--- config.mk ---
export PLATFORM = sky130hd
export DESIGN_NAME = ptc_timer_ctrl
export DESIGN_NICKNAME = d
export VERILOG_FILES = /design/src/logic/ptc_edge_detect.v /design/src/logic/ptc_match.v /design/src/logic/ptc_timer_ctrl.v
export VERILOG_INCLUDE_DIRS = /design/src /design/src/include
export SDC_FILE = /design/constraint.sdc
export NUM_CORES = 1
export LEC_CHECK = 0
export BUFFER_PORTS_ARGS = -buffer_cell sky130_fd_sc_hd__buf_4
export CORE_MARGIN = 2
export CORE_UTILIZATION = 55
export CTS_CLUSTER_DIAMETER = 100
export DETAILED_ROUTE_END_ITERATION = 16
export PLACE_DENSITY = 0.77
export SETUP_SLACK_MARGIN = 0.02
export SLEW_MARGIN = 10
export SYNTH_ARGS = -nofsm -noshare
export SYNTH_HDL_FRONTEND = slang
export SYNTH_SLANG_ARGS = --single-unit
--- constraint.sdc ---
create_clock -name clk -period 5.4 [get_ports clk]
set_clock_uncertainty 0.15 [all_clocks]
set_input_delay 0.27 -clock clk [delete_from_list [all_inputs] [get_ports clk]]
set_output_delay 0.27 -clock clk [all_outputs]
set_load 0.02 [all_outputs]
--- src/include/ptc_defs.vh ---
`ifndef PTC_DEFS_VH
`define PTC_DEFS_VH

`define PTC_ADR_W        8
`define PTC_CNT_W        10
`define PTC_CNT_MAX      10'h3FF
`define PTC_CNT_ZERO     10'h000
`define PTC_CNT_ONE      10'h001

`define PTC_ADR_CTRL0    8'h00
`define PTC_ADR_CTRL1    8'h04
`define PTC_ADR_CTRL2    8'h08
`define PTC_ADR_COUNT    8'h0C
`define PTC_ADR_CMPA     8'h10
`define PTC_ADR_CMPB     8'h14
`define PTC_ADR_PERIOD   8'h18
`define PTC_ADR_STEP     8'h04

`define PTC_EN_BIT       3
`define PTC_MODE_HI      7
`define PTC_MODE_LO      6
`define PTC_ACT_HI       5
`define PTC_ACT_LO       4
`define PTC_INIT_BIT     3
`define PTC_INV_BIT      2
`define PTC_CSRC_BIT     1
`define PTC_CLR_BIT      0
`define PTC_TCLR_HI      2
`define PTC_TCLR_LO      1
`define PTC_VLF_BIT      0

`define PTC_CTRL1_RST    8'h00
`define PTC_TCLR_RST     2'h0

`define PTC_MODE_CMP     2'h0
`define PTC_MODE_CAP     2'h1
`define PTC_MODE_PWM     2'h2
`define PTC_MODE_TMR     2'h3

`define PTC_ACT_00       2'h0
`define PTC_ACT_01       2'h1
`define PTC_ACT_10       2'h2
`define PTC_ACT_11       2'h3

`define PTC_TCLR_P       2'h0
`define PTC_TCLR_RISE    2'h1
`define PTC_TCLR_FALL    2'h2
`define PTC_TCLR_BOTH    2'h3

`endif

--- src/logic/ptc_edge_detect.v ---
`timescale 1ns/1ns
module ptc_edge_detect
(
    input  wire clk,
    input  wire rstn,
    input  wire sig,
    output wire rise,
    output wire fall
);
    reg prev_reg;

    always @(posedge clk)
    begin
        if (!rstn)
            prev_reg <= 1'b0;
        else
            prev_reg <= sig;
    end

    assign rise = sig & ~prev_reg;
    assign fall = ~sig & prev_reg;
endmodule // ptc_edge_detect

--- src/logic/ptc_match.v ---
`timescale 1ns/1ns
`include "ptc_defs.vh"
module ptc_match
(
    input  wire [`PTC_CNT_W-1:0] count,
    input  wire [`PTC_CNT_W-1:0] cmpA,
    input  wire [`PTC_CNT_W-1:0] period,
    output wire                  matchA,
    output wire                  matchP,
    output wire                  belowA
);
    assign matchA = (count == cmpA);
    // A zero period means the counter runs its full range and wraps.
    assign matchP = (period != `PTC_CNT_ZERO) && (count == period); // [RULE15]
    assign belowA = (count < cmpA);
endmodule // ptc_match

--- src/logic/ptc_timer_ctrl.v ---
`timescale 1ns/1ns
`include "ptc_defs.vh"
// Operation
// [RULE1] Compare mode, A match: 00 hold, 01 low, 10 high, 11 toggle.
// [RULE2] PWM mode: 00 inactive, 01 active, 10 PWM waveform, 11 single pulse.
// [RULE3] Capture, clear cond 00: rise, fall or both into A; 11 none.
// [RULE4] Capture, clear cond nonzero: rise->B, fall->A, both split, 11 none.
// [RULE5] Capture source bit 0 uses capture pin, 1 uses external clock pin.
// [RULE6] Timer/counter mode ignores action, initial level and invert; pin undriven.
// [RULE7] Compare mode output starts at the initial-level bit.
// [RULE8] PWM mode initial-level bit selects active high or active low.
// [RULE9] Single pulse mode applies initial level when enable rises.
// [RULE10] Requested level equal to current level gives no visible change.
// [RULE11] Enable rising returns the compare output to its initial level.
// [RULE12] Invert bit 1 inverts the output at the pin.
// [RULE13] Software changes the action field only while the timer is off.
// [RULE14] Clear-select 1 clears on A match; 0 on P match or overflow.
// [RULE15] Overflow clearing only when period value is zero.
// [RULE16] Clear-select is ignored in PWM, single pulse and capture modes.
// [RULE17] Without the capture pin, software keeps capture source at 1.
// [RULE18] Mode 00 compare, 01 capture, 10 PWM or pulse, 11 timer.
// [RULE19] Enable rising zeroes the counter; enable falling holds the count.
// [RULE20] Capture clear cond: P match plus rise, fall or both edges.
module ptc_timer_ctrl
(
    input  wire                  clk,
    input  wire                  rstn,
    input  wire                  wb_cyc_i,
    input  wire                  wb_stb_i,
    input  wire                  wb_we_i,
    input  wire [`PTC_ADR_W-1:0] wb_adr_i,
    input  wire [3:0]            wb_sel_i,
    input  wire [31:0]           wb_dat_i,
    output reg  [31:0]           wb_dat_o,
    output reg                   wb_ack_o,
    input  wire                  captureInputPin,
    input  wire                  externalClockPin,
    output reg                   timerOutputPin,
    output reg                   timerOutputEn
);
    reg                   enable_reg;
    reg                   enPrev_reg;
    reg [7:0]             ctrl1_reg;
    reg [1:0]             tclr_reg;
    reg                   vlf_reg;
    reg [`PTC_CNT_W-1:0]  cnt_reg;
    reg [`PTC_CNT_W-1:0]  cmp_reg [0:2];
    reg                   outLevel_reg;
    reg                   outLevel_next;
    reg                   pulseDone_reg;
    reg                   cntClear;
    reg [31:0]            readData;

    wire [1:0] mode      = ctrl1_reg[`PTC_MODE_HI:`PTC_MODE_LO];
    wire [1:0] action    = ctrl1_reg[`PTC_ACT_HI:`PTC_ACT_LO];
    wire       initLevel = ctrl1_reg[`PTC_INIT_BIT];
    wire       invert    = ctrl1_reg[`PTC_INV_BIT];
    wire       capSrc    = ctrl1_reg[`PTC_CSRC_BIT];
    wire       clrSel    = ctrl1_reg[`PTC_CLR_BIT];
    wire       enRise    = enable_reg & ~enPrev_reg;

    wire busReq = wb_cyc_i & wb_stb_i;
    // Writes land on the edge where the master sees ack, never earlier.
    wire wrLo   = busReq & wb_we_i & wb_ack_o & wb_sel_i[0];
    wire wrHi   = busReq & wb_we_i & wb_ack_o & wb_sel_i[1];

    // The edge detector follows the selected pin, so switching source while running can look like an edge.
    wire capSig = capSrc ? externalClockPin : captureInputPin; // [RULE5]
    wire capRise;
    wire capFall;
    wire matchA;
    wire matchP;
    wire belowA;
    wire [1:0] capLoad;
    wire       capEvent;

    function isOutMode;
        input [1:0] m;
        begin
            isOutMode = (m == `PTC_MODE_CMP) || (m == `PTC_MODE_PWM); // [RULE18]
        end
    endfunction

    // One decode serves every register write strobe.
    function wrHit;
        input                  strobe;
        input [`PTC_ADR_W-1:0] adr;
        input [`PTC_ADR_W-1:0] target;
        begin
            wrHit = strobe && (adr == target);
        end
    endfunction

    // Returns {load B, load A} for one capture edge pair.
    function [1:0] capDecode;
        input [1:0] act;
        input       tclrZero;
        input       rise;
        input       fall;
        begin
            capDecode = 2'h0;
            if (tclrZero)
            begin
                case (act) // [RULE3]
                    `PTC_ACT_00: capDecode = {1'b0, rise};
                    `PTC_ACT_01: capDecode = {1'b0, fall};
                    `PTC_ACT_10: capDecode = {1'b0, rise | fall};
                    default:     capDecode = 2'h0;
                endcase
            end
            else
            begin
                case (act) // [RULE4]
                    `PTC_ACT_00: capDecode = {rise, 1'b0};
                    `PTC_ACT_01: capDecode = {1'b0, fall};
                    `PTC_ACT_10: capDecode = {rise, fall};
                    default:     capDecode = 2'h0;
                endcase
            end
        end
    endfunction

    ptc_edge_detect capEdge
    (
        .clk  (clk),
        .rstn (rstn),
        .sig  (capSig),
        .rise (capRise),
        .fall (capFall)
    );

    ptc_match cmpUnit
    (
        .count  (cnt_reg),
        .cmpA   (cmp_reg[0]),
        .period (cmp_reg[2]),
        .matchA (matchA),
        .matchP (matchP),
        .belowA (belowA)
    );

    // Captures happen only while the counter runs in capture mode.
    assign capLoad  = (enable_reg && mode == `PTC_MODE_CAP) ?
                      capDecode(action, tclr_reg == `PTC_TCLR_P, capRise, capFall) : 2'h0;
    assign capEvent = capLoad[0] | capLoad[1];

    always @*
    begin
        cntClear = 1'b0;
        case (mode) // [RULE18]
            `PTC_MODE_CMP, `PTC_MODE_TMR:
                cntClear = clrSel ? matchA : matchP; // [RULE14]
            `PTC_MODE_PWM:
                cntClear = matchP; // [RULE16]
            default:
            begin
                cntClear = matchP; // [RULE16]
                case (tclr_reg) // [RULE20]
                    `PTC_TCLR_RISE: cntClear = matchP | capRise;
                    `PTC_TCLR_FALL: cntClear = matchP | capFall;
                    `PTC_TCLR_BOTH: cntClear = matchP | capRise | capFall;
                    default:        cntClear = matchP;
                endcase
            end
        endcase
    end

    // A zero period lets the counter wrap from its maximum back to zero.
    always @(posedge clk)
    begin
        if (!rstn)
            cnt_reg <= `PTC_CNT_ZERO;
        else if (enRise)
            cnt_reg <= `PTC_CNT_ZERO; // [RULE19]
        else if (enable_reg)
            cnt_reg <= cntClear ? `PTC_CNT_ZERO : cnt_reg + `PTC_CNT_ONE; // [RULE14] [RULE15]
    end

    always @(posedge clk)
    begin
        if (!rstn)
        begin
            enable_reg <= 1'b0;
            enPrev_reg <= 1'b0;
            ctrl1_reg  <= `PTC_CTRL1_RST;
            tclr_reg   <= `PTC_TCLR_RST;
        end
        else
        begin
            enPrev_reg <= enable_reg;
            if (wrHit(wrLo, wb_adr_i, `PTC_ADR_CTRL0))
                enable_reg <= wb_dat_i[`PTC_EN_BIT]; // [RULE19]
            // The action field is not guarded; changing it while running is unsafe.
            if (wrHit(wrLo, wb_adr_i, `PTC_ADR_CTRL1))
                ctrl1_reg <= wb_dat_i[7:0]; // [RULE13]
            if (wrHit(wrLo, wb_adr_i, `PTC_ADR_CTRL2))
                tclr_reg <= wb_dat_i[`PTC_TCLR_HI:`PTC_TCLR_LO];
        end
    end

    // Compare A, compare B and period share one write path; capture beats software.
    genvar i;
    generate
        for (i = 0; i < 3; i = i + 1)
        begin : cmpRegs
            localparam integer          ADR_INT = `PTC_ADR_CMPA + i * `PTC_ADR_STEP;
            localparam [`PTC_ADR_W-1:0] ADR     = ADR_INT[`PTC_ADR_W-1:0];
            wire cap;
            // Only A and B take captures; the period register is written by software alone.
            if (i < 2)
            begin : withCap
                assign cap = capLoad[i];
            end
            else
            begin : noCap
                assign cap = 1'b0;
            end
            always @(posedge clk)
            begin
                if (!rstn)
                    cmp_reg[i] <= `PTC_CNT_ZERO;
                else if (cap)
                    cmp_reg[i] <= cnt_reg; // [RULE3] [RULE4]
                else
                begin
                    if (wrHit(wrLo, wb_adr_i, ADR))
                        cmp_reg[i][7:0] <= wb_dat_i[7:0];
                    if (wrHit(wrHi, wb_adr_i, ADR))
                        cmp_reg[i][`PTC_CNT_W-1:8] <= wb_dat_i[`PTC_CNT_W-1:8];
                end
            end
        end
    endgenerate

    // Latch edge flag: 1 after a rising-edge capture, 0 after a falling one.
    always @(posedge clk)
    begin
        if (!rstn)
            vlf_reg <= 1'b0;
        else if (capEvent)
        begin
            if (capLoad[1])
                vlf_reg <= 1'b1;
            else
                vlf_reg <= capRise;
        end
    end

    // The pulse ends at the first A match and stays ended until the next enable rise.

    always @(posedge clk)
    begin
        if (!rstn)
            pulseDone_reg <= 1'b0;
        else if (enRise)
            pulseDone_reg <= 1'b0;
        else if (enable_reg && mode == `PTC_MODE_PWM && action == `PTC_ACT_11 && matchA)
            pulseDone_reg <= 1'b1;
    end

    always @*
    begin
        outLevel_next = outLevel_reg;
        if (enRise && isOutMode(mode))
            outLevel_next = initLevel; // [RULE7] [RULE9] [RULE11]
        else if (enable_reg && mode == `PTC_MODE_CMP && matchA)
        begin
            // Driving the level already present shows no change at the pin.
            case (action) // [RULE1] [RULE10]
                `PTC_ACT_01: outLevel_next = 1'b0;
                `PTC_ACT_10: outLevel_next = 1'b1;
                `PTC_ACT_11: outLevel_next = ~outLevel_reg;
                default:     outLevel_next = outLevel_reg;
            endcase
        end
        else if (enable_reg && mode == `PTC_MODE_PWM)
        begin
            case (action) // [RULE2] [RULE8]
                `PTC_ACT_00: outLevel_next = ~initLevel;
                `PTC_ACT_01: outLevel_next = initLevel;
                `PTC_ACT_10: outLevel_next = belowA ? initLevel : ~initLevel;
                default:     outLevel_next = (pulseDone_reg | matchA) ? ~initLevel : initLevel;
            endcase
        end
    end

    // The pin is released in capture and timer modes so that it can serve another function.
    always @(posedge clk)
    begin
        if (!rstn)
        begin
            outLevel_reg   <= 1'b0;
            timerOutputPin <= 1'b0;
            timerOutputEn  <= 1'b0;
        end
        else
        begin
            outLevel_reg <= outLevel_next;
            if (isOutMode(mode))
            begin
                timerOutputPin <= outLevel_next ^ invert; // [RULE12]
                timerOutputEn  <= 1'b1;
            end
            else
            begin
                timerOutputPin <= 1'b0; // [RULE6]
                timerOutputEn  <= 1'b0;
            end
        end
    end

    always @*
    begin
        readData = 32'h00000000;
        if (wb_adr_i == `PTC_ADR_CTRL0)
            readData[`PTC_EN_BIT] = enable_reg;
        else if (wb_adr_i == `PTC_ADR_CTRL1)
            readData[7:0] = ctrl1_reg;
        else if (wb_adr_i == `PTC_ADR_CTRL2)
            readData[`PTC_TCLR_HI:`PTC_VLF_BIT] = {tclr_reg, vlf_reg};
        else if (wb_adr_i == `PTC_ADR_COUNT)
            readData[`PTC_CNT_W-1:0] = cnt_reg;
        else if (wb_adr_i == `PTC_ADR_CMPA)
            readData[`PTC_CNT_W-1:0] = cmp_reg[0];
        else if (wb_adr_i == `PTC_ADR_CMPB)
            readData[`PTC_CNT_W-1:0] = cmp_reg[1];
        else if (wb_adr_i == `PTC_ADR_PERIOD)
            readData[`PTC_CNT_W-1:0] = cmp_reg[2];
    end

    // One wait state; unmapped addresses still answer, reading zero.
    always @(posedge clk)
    begin
        if (!rstn)
        begin
            wb_ack_o <= 1'b0;
            wb_dat_o <= 32'h00000000;
        end
        else
        begin
            wb_ack_o <= busReq & ~wb_ack_o;
            if (busReq && !wb_ack_o)
                wb_dat_o <= readData;
        end
    end
endmodule // ptc_timer_ctrl

# Word-level counts from Yosys, hierarchy flattened
# Memories as Yosys holds them, arrays and structs flattened.
# Cells that the tools add are included.
[totals]
ram_bits = 30
output_inout_bits = 35
rom_bits = 0
latch_bits = 0
n_memories = 1
input_bits = 51
ff_bits = 39
[mem_list]
columns = ["name", "depth", "width", "read_ports", "rd_ports_with_merged_regs", "write_ports", "line_no", "source"]
rows = [
  ["cmp_reg", 3, 10, 3, 0, 3, "ptc_timer_ctrl.v:47", "reg [`PTC_CNT_W-1:0] cmp_reg [0:2];"],
]
[op_classes]
shift = 0
multipliers = 0
n_lt_le_gt_ge = 1
n_reduce_logical = 28
n_addsub = 1
muxes = 66
bitwise_logic = 31
div_mod_pow = 0
eq_ne = 17
[op_table]
columns = ["cell", "n"]
rows = [
  ["10-bit two-way mux", 7],
  ["1-bit two-way mux", 39],
  ["8-bit two-way mux", 4],
  ["8-bit by 5-bit == test with 1-bit output (second input constant)", 3],
  ["10-bit == test", 2],
  ["1-bit logical AND", 18],
  ["8-bit by 4-bit == test with 1-bit output (second input constant)", 2],
  ["1-bit bitwise OR", 14],
  ["2-bit == test (second input constant)", 6],
  ["2-bit two-way mux", 6],
  ["1-bit case mux with 3 select lines", 4],
  ["10-bit by 1-bit adder with 10-bit output (second input constant)", 1],
  ["10-bit less-than comparator", 1],
  ["10-bit nonzero test", 1],
  ["1-bit AND", 9],
  ["8-bit by 3-bit == test with 1-bit output (second input constant)", 1],
  ["8-bit logical NOT", 1],
  ["7-bit two-way mux", 1],
  ["1-bit NOT", 7],
  ["2-bit by 1-bit == test with 1-bit output (second input constant)", 3],
  ["2-bit logical NOT", 3],
  ["3-bit two-way mux", 2],
  ["6-bit two-way mux", 1],
  ["2-bit case mux with 3 select lines", 1],
  ["other kinds (6)", 7],
]

# Longest topological paths before layout
# Gate-level depths: netlist of the first run.
[logic_depth]
ltp_word = 12
mapped_depth = 9
ltp_nobuf = 8

# By module
# From an unflattened synthesis of the first run, not the netlist that was laid out.
[unflattened]
hier_cells = 448
area_unflattened_um2 = 4110.2
[modules_own_cells]
columns = ["mod", "n_inst", "cells_per_inst", "area_each_um2"]
rows = [
  ["ptc_timer_ctrl", 1, 392, 3681.0],
  ["ptc_match", 1, 52, 390.4],
  ["ptc_edge_detect", 1, 4, 38.8],
]

# Least setup slack after synthesis of the first run
# No wires, ideal clock.
[synth_timing]
path_kind = "reg-to-reg"
from = "reg ctrl1_reg[1]"
to = "mem cmp_reg[0][0] (netlist bit), enable pin"
stages_incl_launch_ff = 9
required_time_ns = 4.916
path_slack_ns = 2.905
arrival_ns = 2.010
setup_ns = 0.334
period_less_slack_ns = 2.495
path_cell_list = "dfxtp_1 > mux2i_1 > inv_1 > ha_1 > a211oi_1 > a211o_1 > nand3_1 > nor3_2 > nand2b_1"
[synth_rtl]
columns = ["item", "line_no", "source"]
rows = [
  ["from (decl)", "ptc_timer_ctrl.v:43", "reg [7:0] ctrl1_reg;"],
  ["from (signal assigned)", "ptc_timer_ctrl.v:185", "ctrl1_reg <= `PTC_CTRL1_RST;"],
  ["from (signal assigned)", "ptc_timer_ctrl.v:195", "ctrl1_reg <= wb_dat_i[7:0];"],
  ["to (decl)", "ptc_timer_ctrl.v:47", ""],
]

==> flow_metrics.py, run 1 <==
metrics = {
    "status": {
        "status": "finished, final reports clean",
    },
    "synthesis": {
        "syn_area_um2": 4230,
        "synthXorXnorAreaFrac_pct": 3.52,
        "synth_top_family_by_area": "simple AND/OR/NAND/NOR gates",
        "synth_compound_gate_area_share_pct": 17.9,
        "synth-seq-area-share_pct": 39.7,
        "avgSynthCellArea_um2": 8.85,
        "synth-simple-area-share_pct": 21.3,
        "synth_edf_count": 30,
        "async_flop_share_pct": 0,
        "synth_mux_area_share_pct": 3.78,
        "syn_inst": 478,
        "yosysWarnings": 0,
        "synthFlopType": "dfxtp_1",
        "synth_cell_type_count": 58,
        "synth_seq_cells": 69,
        "synthAdderAreaFrac_pct": 5.03,
    },
    "clocking": {
        "clkLatencyLatePin_ps": 350,
        "clock-sinks": 69,
        "cts.path.max_buffers": 2,
        "cts-buffers-inserted": 9,
        "cts_max_level": 3,
        "ctsResizeCount": 0,
        "post-cts-setup-buffer-count": 0,
        "postCtsHoldBufs": 0,
        "root_buffer": "clkbuf_8",
        "clkTransAtPathRegs_ps": 80,
        "cts_tree": "done",
    },
    "worst_hold_path": {
        "hp-start": "captureInputPin",
        "hold_path_class": "input pin to register",
    },
    "critical_path": {
        "setup.worst_path.start": "ctrl1_reg[1]$_SDFFE_PN0P_",
        "critPathSlowestCell": "nor3_2",
        "cp_cell_sequence": "mux2i_1 > inv_1 > ha_1 > a211oi_1 > a211o_1 > nand3_1 > nor3_2 > nand2b_1",
        "reg2reg_depth": 8,
        "worst_setup_path_start_kind": "register",
        "crit_family": "simple AND/OR/NAND/NOR gates",
        "rrSetupSlack_ps": 2400,
        "cp.arrival_ps": 2860,
        "required_ps": 5260,
        "crit_fanout": 9,
        "r2r-end": "cmp_reg[0][1]$_DFFE_PP_",
        "crit_type": "register to register",
        "cp.buffers_inverters": 1,
        "endpoint": "cmp_reg[0][1]$_DFFE_PP_",
        "cp_num_cells": 8,
        "reg2reg_from": "ctrl1_reg[1]$_SDFFE_PN0P_",
        "max_stage_delay_ps": 420,
        "worst_setup_path_end_kind": "register",
    },
    "grt": {
        "track_usage_pct": 27.8,
        "gr-total-overflow": 0,
        "grt_max_degree": 27,
        "antenna_found_initial": 0,
        "grt_pass1_wl_mm": 18.0,
        "grt_pass1_vias": 3463,
    },
    "sta": {
        "setup_tns_ps": 0,
        "grt_setup_unrepaired": "no",
        "fmax_ghz": 0.333,
        "min_period_ps": 3000,
        "worst_slack_ps": 2400,
        "maxSlewViolCount": 0,
        "timing.final.crit_share_pct": 55.5,
        "hold_violations": 0,
        "worst_pin_slew_ps": 779,
        "setup_violations": 0,
        "relSlewSlack_pct": 48.0,
        "hold_ws_ps": 69.4,
    },
    "detailed_routing": {
        "viasPerCell": 6.15,
        "ant_nets": 0,
        "wl_per_cell_um": 18.8,
        "drc": 0,
        "drt-total-wl_mm": 11.3,
        "drt_iter0_drc": 317,
        "vias": 3711,
        "dr.pass1.iters": 5,
    },
    "layout": {
        "final_common_cell": "nor2_1",
        "mostFrequentLayoutCells": "nor2_1, buf_4, nand2_1, dfxtp_1, edfxtp_1",
        "antenna_cells": 0,
        "drive_gt1_share_pct": 12.9,
        "largest_reg_flops": 30,
        "num-nets-final": 567,
        "syn_to_final_growth_pct": 10.8,
    },
    "run": {
        "drv_cap": 0,
    },
    "floorplanning": {
        "dieHeight_um": 91.7,
        "fp.coreArea_um2": 7370,
        "design.die.area_um2": 8410,
        "start_util_pct": 57.4,
        "row_count": 31,
        "die_w_um": 91.7,
        "ios": 86,
    },
    "placed_design": {
        "gp_congestion": 0.973,
        "dp_hpwl_mm": 8.13,
        "numPortBuffers": 39,
        "pre_cts_slack_ps": 2440,
    },
    "pwr": {
        "peakVddDrop_mv": 0.150,
        "power.leakage_nw": 1.83,
        "powerDensity_nw_per_um2": 243,
    },
}
[through the flow]
stage	cell area (um2)	util, %	instances	power, mW
2_1_floorplan	4310	-	499	0.641
3_3_place_gp	4460	60.5	587	0.666
3_5_place_dp	4460	60.5	587	0.667
4_1_cts	4690	63.6	603	1.14
5_1_grt	4690	63.6	603	1.17
6_report	4690	63.6	603	1.14
[Yosys cell counts, types with 15 or more instances]
| library cell | n | share of area [%] |
|---|---|---|
| nor2_1 | 46 | 4.1 |
| dfxtp_1 | 39 | 18 |
| nand2_1 | 39 | 3.5 |
| edfxtp_1 | 30 | 21 |
| a21oi_1 | 29 | 3.4 |
| clkbuf_1 | 26 | 2.3 |
| nand3_1 | 26 | 3.1 |
| buf_4 | 22 | 3.9 |
| inv_1 | 21 | 1.9 |
| a22o_1 | 19 | 3.9 |
| ha_1 | 17 | 5.0 |
| a211oi_1 | 16 | 2.8 |
| mux2i_1 | 16 | 3.8 |
| and2_1 | 15 | 2.2 |
[tightest hold or removal path: stages]
cell	delay, ps
buf_4	80
mux2i_1	100
nor2_1	90
[report_power, final]
group / switching [mW] / total [mW] / internal, mW / leakage (nW)
Combinational: 0.0666 / 0.0991 / 0.0325 / 1.09
Sequential: 0.00657 / 0.559 / 0.553 / 0.628
Clock: 0.212 / 0.482 / 0.270 / 0.117
[metal layers]
layer | GRT usage (%) | vias to the layer above | wire length, um
met5 | 0 | - | 0
met4 | 12.6 | 0 | 431
met2 | 44.6 | 216 | 5290
met1 | 35.8 | 1738 | 4680
met3 | 6.24 | 37 | 942
li1 | - | 1720 | -
[how the worst min path moves through the flow]
stage,end,slack (ps),cells after the start
final,capEdge.prev_reg$_SDFF_PN0_,70,3
after global routing,ctrl1_reg[4]$_SDFFE_PN0P_,50,3
after CTS,ctrl1_reg[3]$_SDFFE_PN0P_,60,3
after detailed placement,wb_dat_o[8]$_SDFFE_PN0P_,300,2
after global placement,wb_dat_o[9]$_SDFFE_PN0P_,300,2
after floorplan,wb_ack_o$_SDFF_PN0_,260,2
[layout make-up]
type,count,area (um2)
fill,626,2680
multi-input combinational,357,2270
sequential,69,1680
timing repair buffer,41,308
clock buffer,12,178
tap,99,124
inverter,21,78.8
clock inverter,4,50.0
[cell families after synthesis]
kind of cell / after synthesis
compound gates: 108
mux: 16
simple gates: 177
flops: 69
buf+inv: 73
other cells: 1
xor+xnor: 17
fa+ha+maj: 17
No activity file was read; power rests on OpenSTA's default activity.
==> run 2: changes to the inputs <==
Clock period 5.4 ns to 2.9 ns, I/O delays scaled along.
==> run 2 against run 1 <==
  * Via count grew 1.4%
  * Register-to-register slack got worse by 2100 ps
  * Power rose by 78%
  * Die area unchanged
  * Non-clock buffer count grew 24
  * Clock power is 63% higher
  * Critical endpoint is now cmp_reg[0][8]$_DFFE_PP_
==> flow_metrics.py, run 2 (synthesis gave the netlist of run 1 again) <==
metrics = {
    "sta": {
        "setup_tns_ps": 0,
        "hold_violations": 0,
        "relSlewSlack_pct": 51.4,
        "min_period_ps": 2600,
        "hold_ws_ps": 12.0,
        "setup_violations": 0,
        "timing.final.crit_share_pct": 89.5,
        "worst_pin_slew_ps": 727,
        "grt_setup_unrepaired": "no",
        "maxSlewViolCount": 0,
        "fmax_ghz": 0.385,
    },
    "critical_path": {
        "worst_setup_path_end_kind": "register",
        "crit_type": "register to register",
        "worst_setup_path_start_kind": "register",
        "cp.arrival_ps": 2660,
        "required_ps": 2960,
        "crit_fanout": 10,
    },
    "detailed_routing": {
        "dr_wl_met2_mm": 5.32,
        "dr.pass1.iters": 4,
        "routed.top_layer": "met4",
        "ant_nets": 0,
        "vias": 3764,
        "wl_per_cell_um": 18.2,
        "viasPerCell": 6.00,
        "wl_met3_um": 933,
        "drt-total-wl_mm": 11.4,
        "drt_iter0_drc": 313,
        "drc": 0,
        "wl_met1_mm": 4.62,
    },
    "pwr": {
        "powerDensity_nw_per_um2": 417,
        "power.leakage_nw": 1.93,
        "peakVddDrop_mv": 0.286,
        "p_total_mw": 2.03,
    },
    "floorplanning": {
        "dieHeight_um": 91.7,
        "row_count": 31,
        "die_w_um": 91.7,
        "ios": 86,
        "fp.coreArea_um2": 7370,
        "design.die.area_um2": 8410,
        "start_util_pct": 57.4,
    },
    "layout": {
        "drive_gt1_share_pct": 14.4,
        "final_common_cell": "buf_4",
        "mostFrequentLayoutCells": "buf_4, nor2_1, nand2_1, dfxtp_1, edfxtp_1",
        "regArea_um2": 1680,
        "multiInputGateArea_um2": 2270,
        "design_area_um2": 4870,
        "syn_to_final_growth_pct": 15.1,
        "antenna_cells": 0,
        "num-nets-final": 591,
        "largest_reg_flops": 30,
        "final.fill_count": 601,
    },
    "run": {
        "drv_cap": 0,
    },
    "worst_hold_path": {
        "hold_path_class": "input pin to register",
    },
    "placed_design": {
        "dp_hpwl_mm": 8.40,
        "gp_congestion": 0.988,
        "numPortBuffers": 39,
        "place_area_um2": 4540,
    },
    "grt": {
        "gr-total-overflow": 0,
        "grt_max_degree": 27,
        "grt_pass1_wl_mm": 18.3,
        "track_usage_pct": 27.9,
        "grt_pass1_vias": 3574,
        "antenna_found_initial": 0,
    },
    "clocking": {
        "clock-sinks": 69,
        "cts-buffers-inserted": 9,
        "root_buffer": "clkbuf_8",
        "cts_tree": "done",
        "cts_max_level": 3,
        "post-cts-setup-buffer-count": 0,
        "cts.path.max_buffers": 2,
        "clkLatencyLatePin_ps": 350,
        "clkTransAtPathRegs_ps": 70,
    },
    "status": {
        "status": "finished, final reports clean",
    },
}
## run 2: changes by cell type in the layout (fill, tap and decap cells not counted), sizes merged
cell         change
dlygate4sd3     +13
buf             +11
clkinvlp         +1
inv              -1
## run 2: routing by layer
layer,track usage [%],vias up
li1,-,1764
met1,36.0,1772
met2,45.5,184
met3,4.68,44
met4,13.8,0
met5,0,-
## run 2: through the flow
| stage | std cells | util (%) | setup WS, ps |
|---|---|---|---|
| 2_1_floorplan | 499 | - | 405 |
| 3_3_place_gp | 598 | 61.6 | 389 |
| 3_5_place_dp | 598 | 61.6 | 247 |
| 4_1_cts | 627 | 66.0 | 249 |
| 5_1_grt | 627 | 66.1 | 119 |
| 6_report | 627 | 66.1 | 304 |
## run 2: final timing paths
kind                            slack [ps]                 startpoint  cells after the start                       end
worst min register to register         310   wb_dat_o[8]$_SDFFE_PN0P_                      2  wb_dat_o[8]$_SDFFE_PN0P_
worst max-delay path                   300  ctrl1_reg[1]$_SDFFE_PN0P_                      7   cmp_reg[0][8]$_DFFE_PP_
worst max register to register         300  ctrl1_reg[1]$_SDFFE_PN0P_                      7   cmp_reg[0][8]$_DFFE_PP_
worst min-delay path                    10                wb_adr_i[6]                      4  wb_dat_o[3]$_SDFFE_PN0P_
## run 2: final cells by class
cell class              instances  area share (%)
clock inverters                 4           0.977
well taps                      99            2.54
inverters                      21            1.62
clock buffers                  12            2.98
multi-input cells             357            46.6
flip-flops and latches         69            34.5
repair buffers                 65            10.7
## run 2: critical path, stage by stage (launching register included)
cell and delay, ps:
dfxtp_1 390, mux2i_1 280, inv_1 70, ha_1 280, a21o_1 160, a211o_1 360, nor2_1 510, a22o_1 250
## run 2: what timing repair did
item,4_1_cts,5_1_grt
hold endpoints to repair,30,0
resized for setup,0,1
hold buffers,13,0
endpoints found under the setup margin,0,8
## run 2: power breakdown
group	switching [mW]	internal (mW)	total [mW]	leakage [nW]
clock network	0.369	0.419	0.788	0.0964
registers	0.0127	1.03	1.04	0.628
logic	0.126	0.0721	0.198	1.20
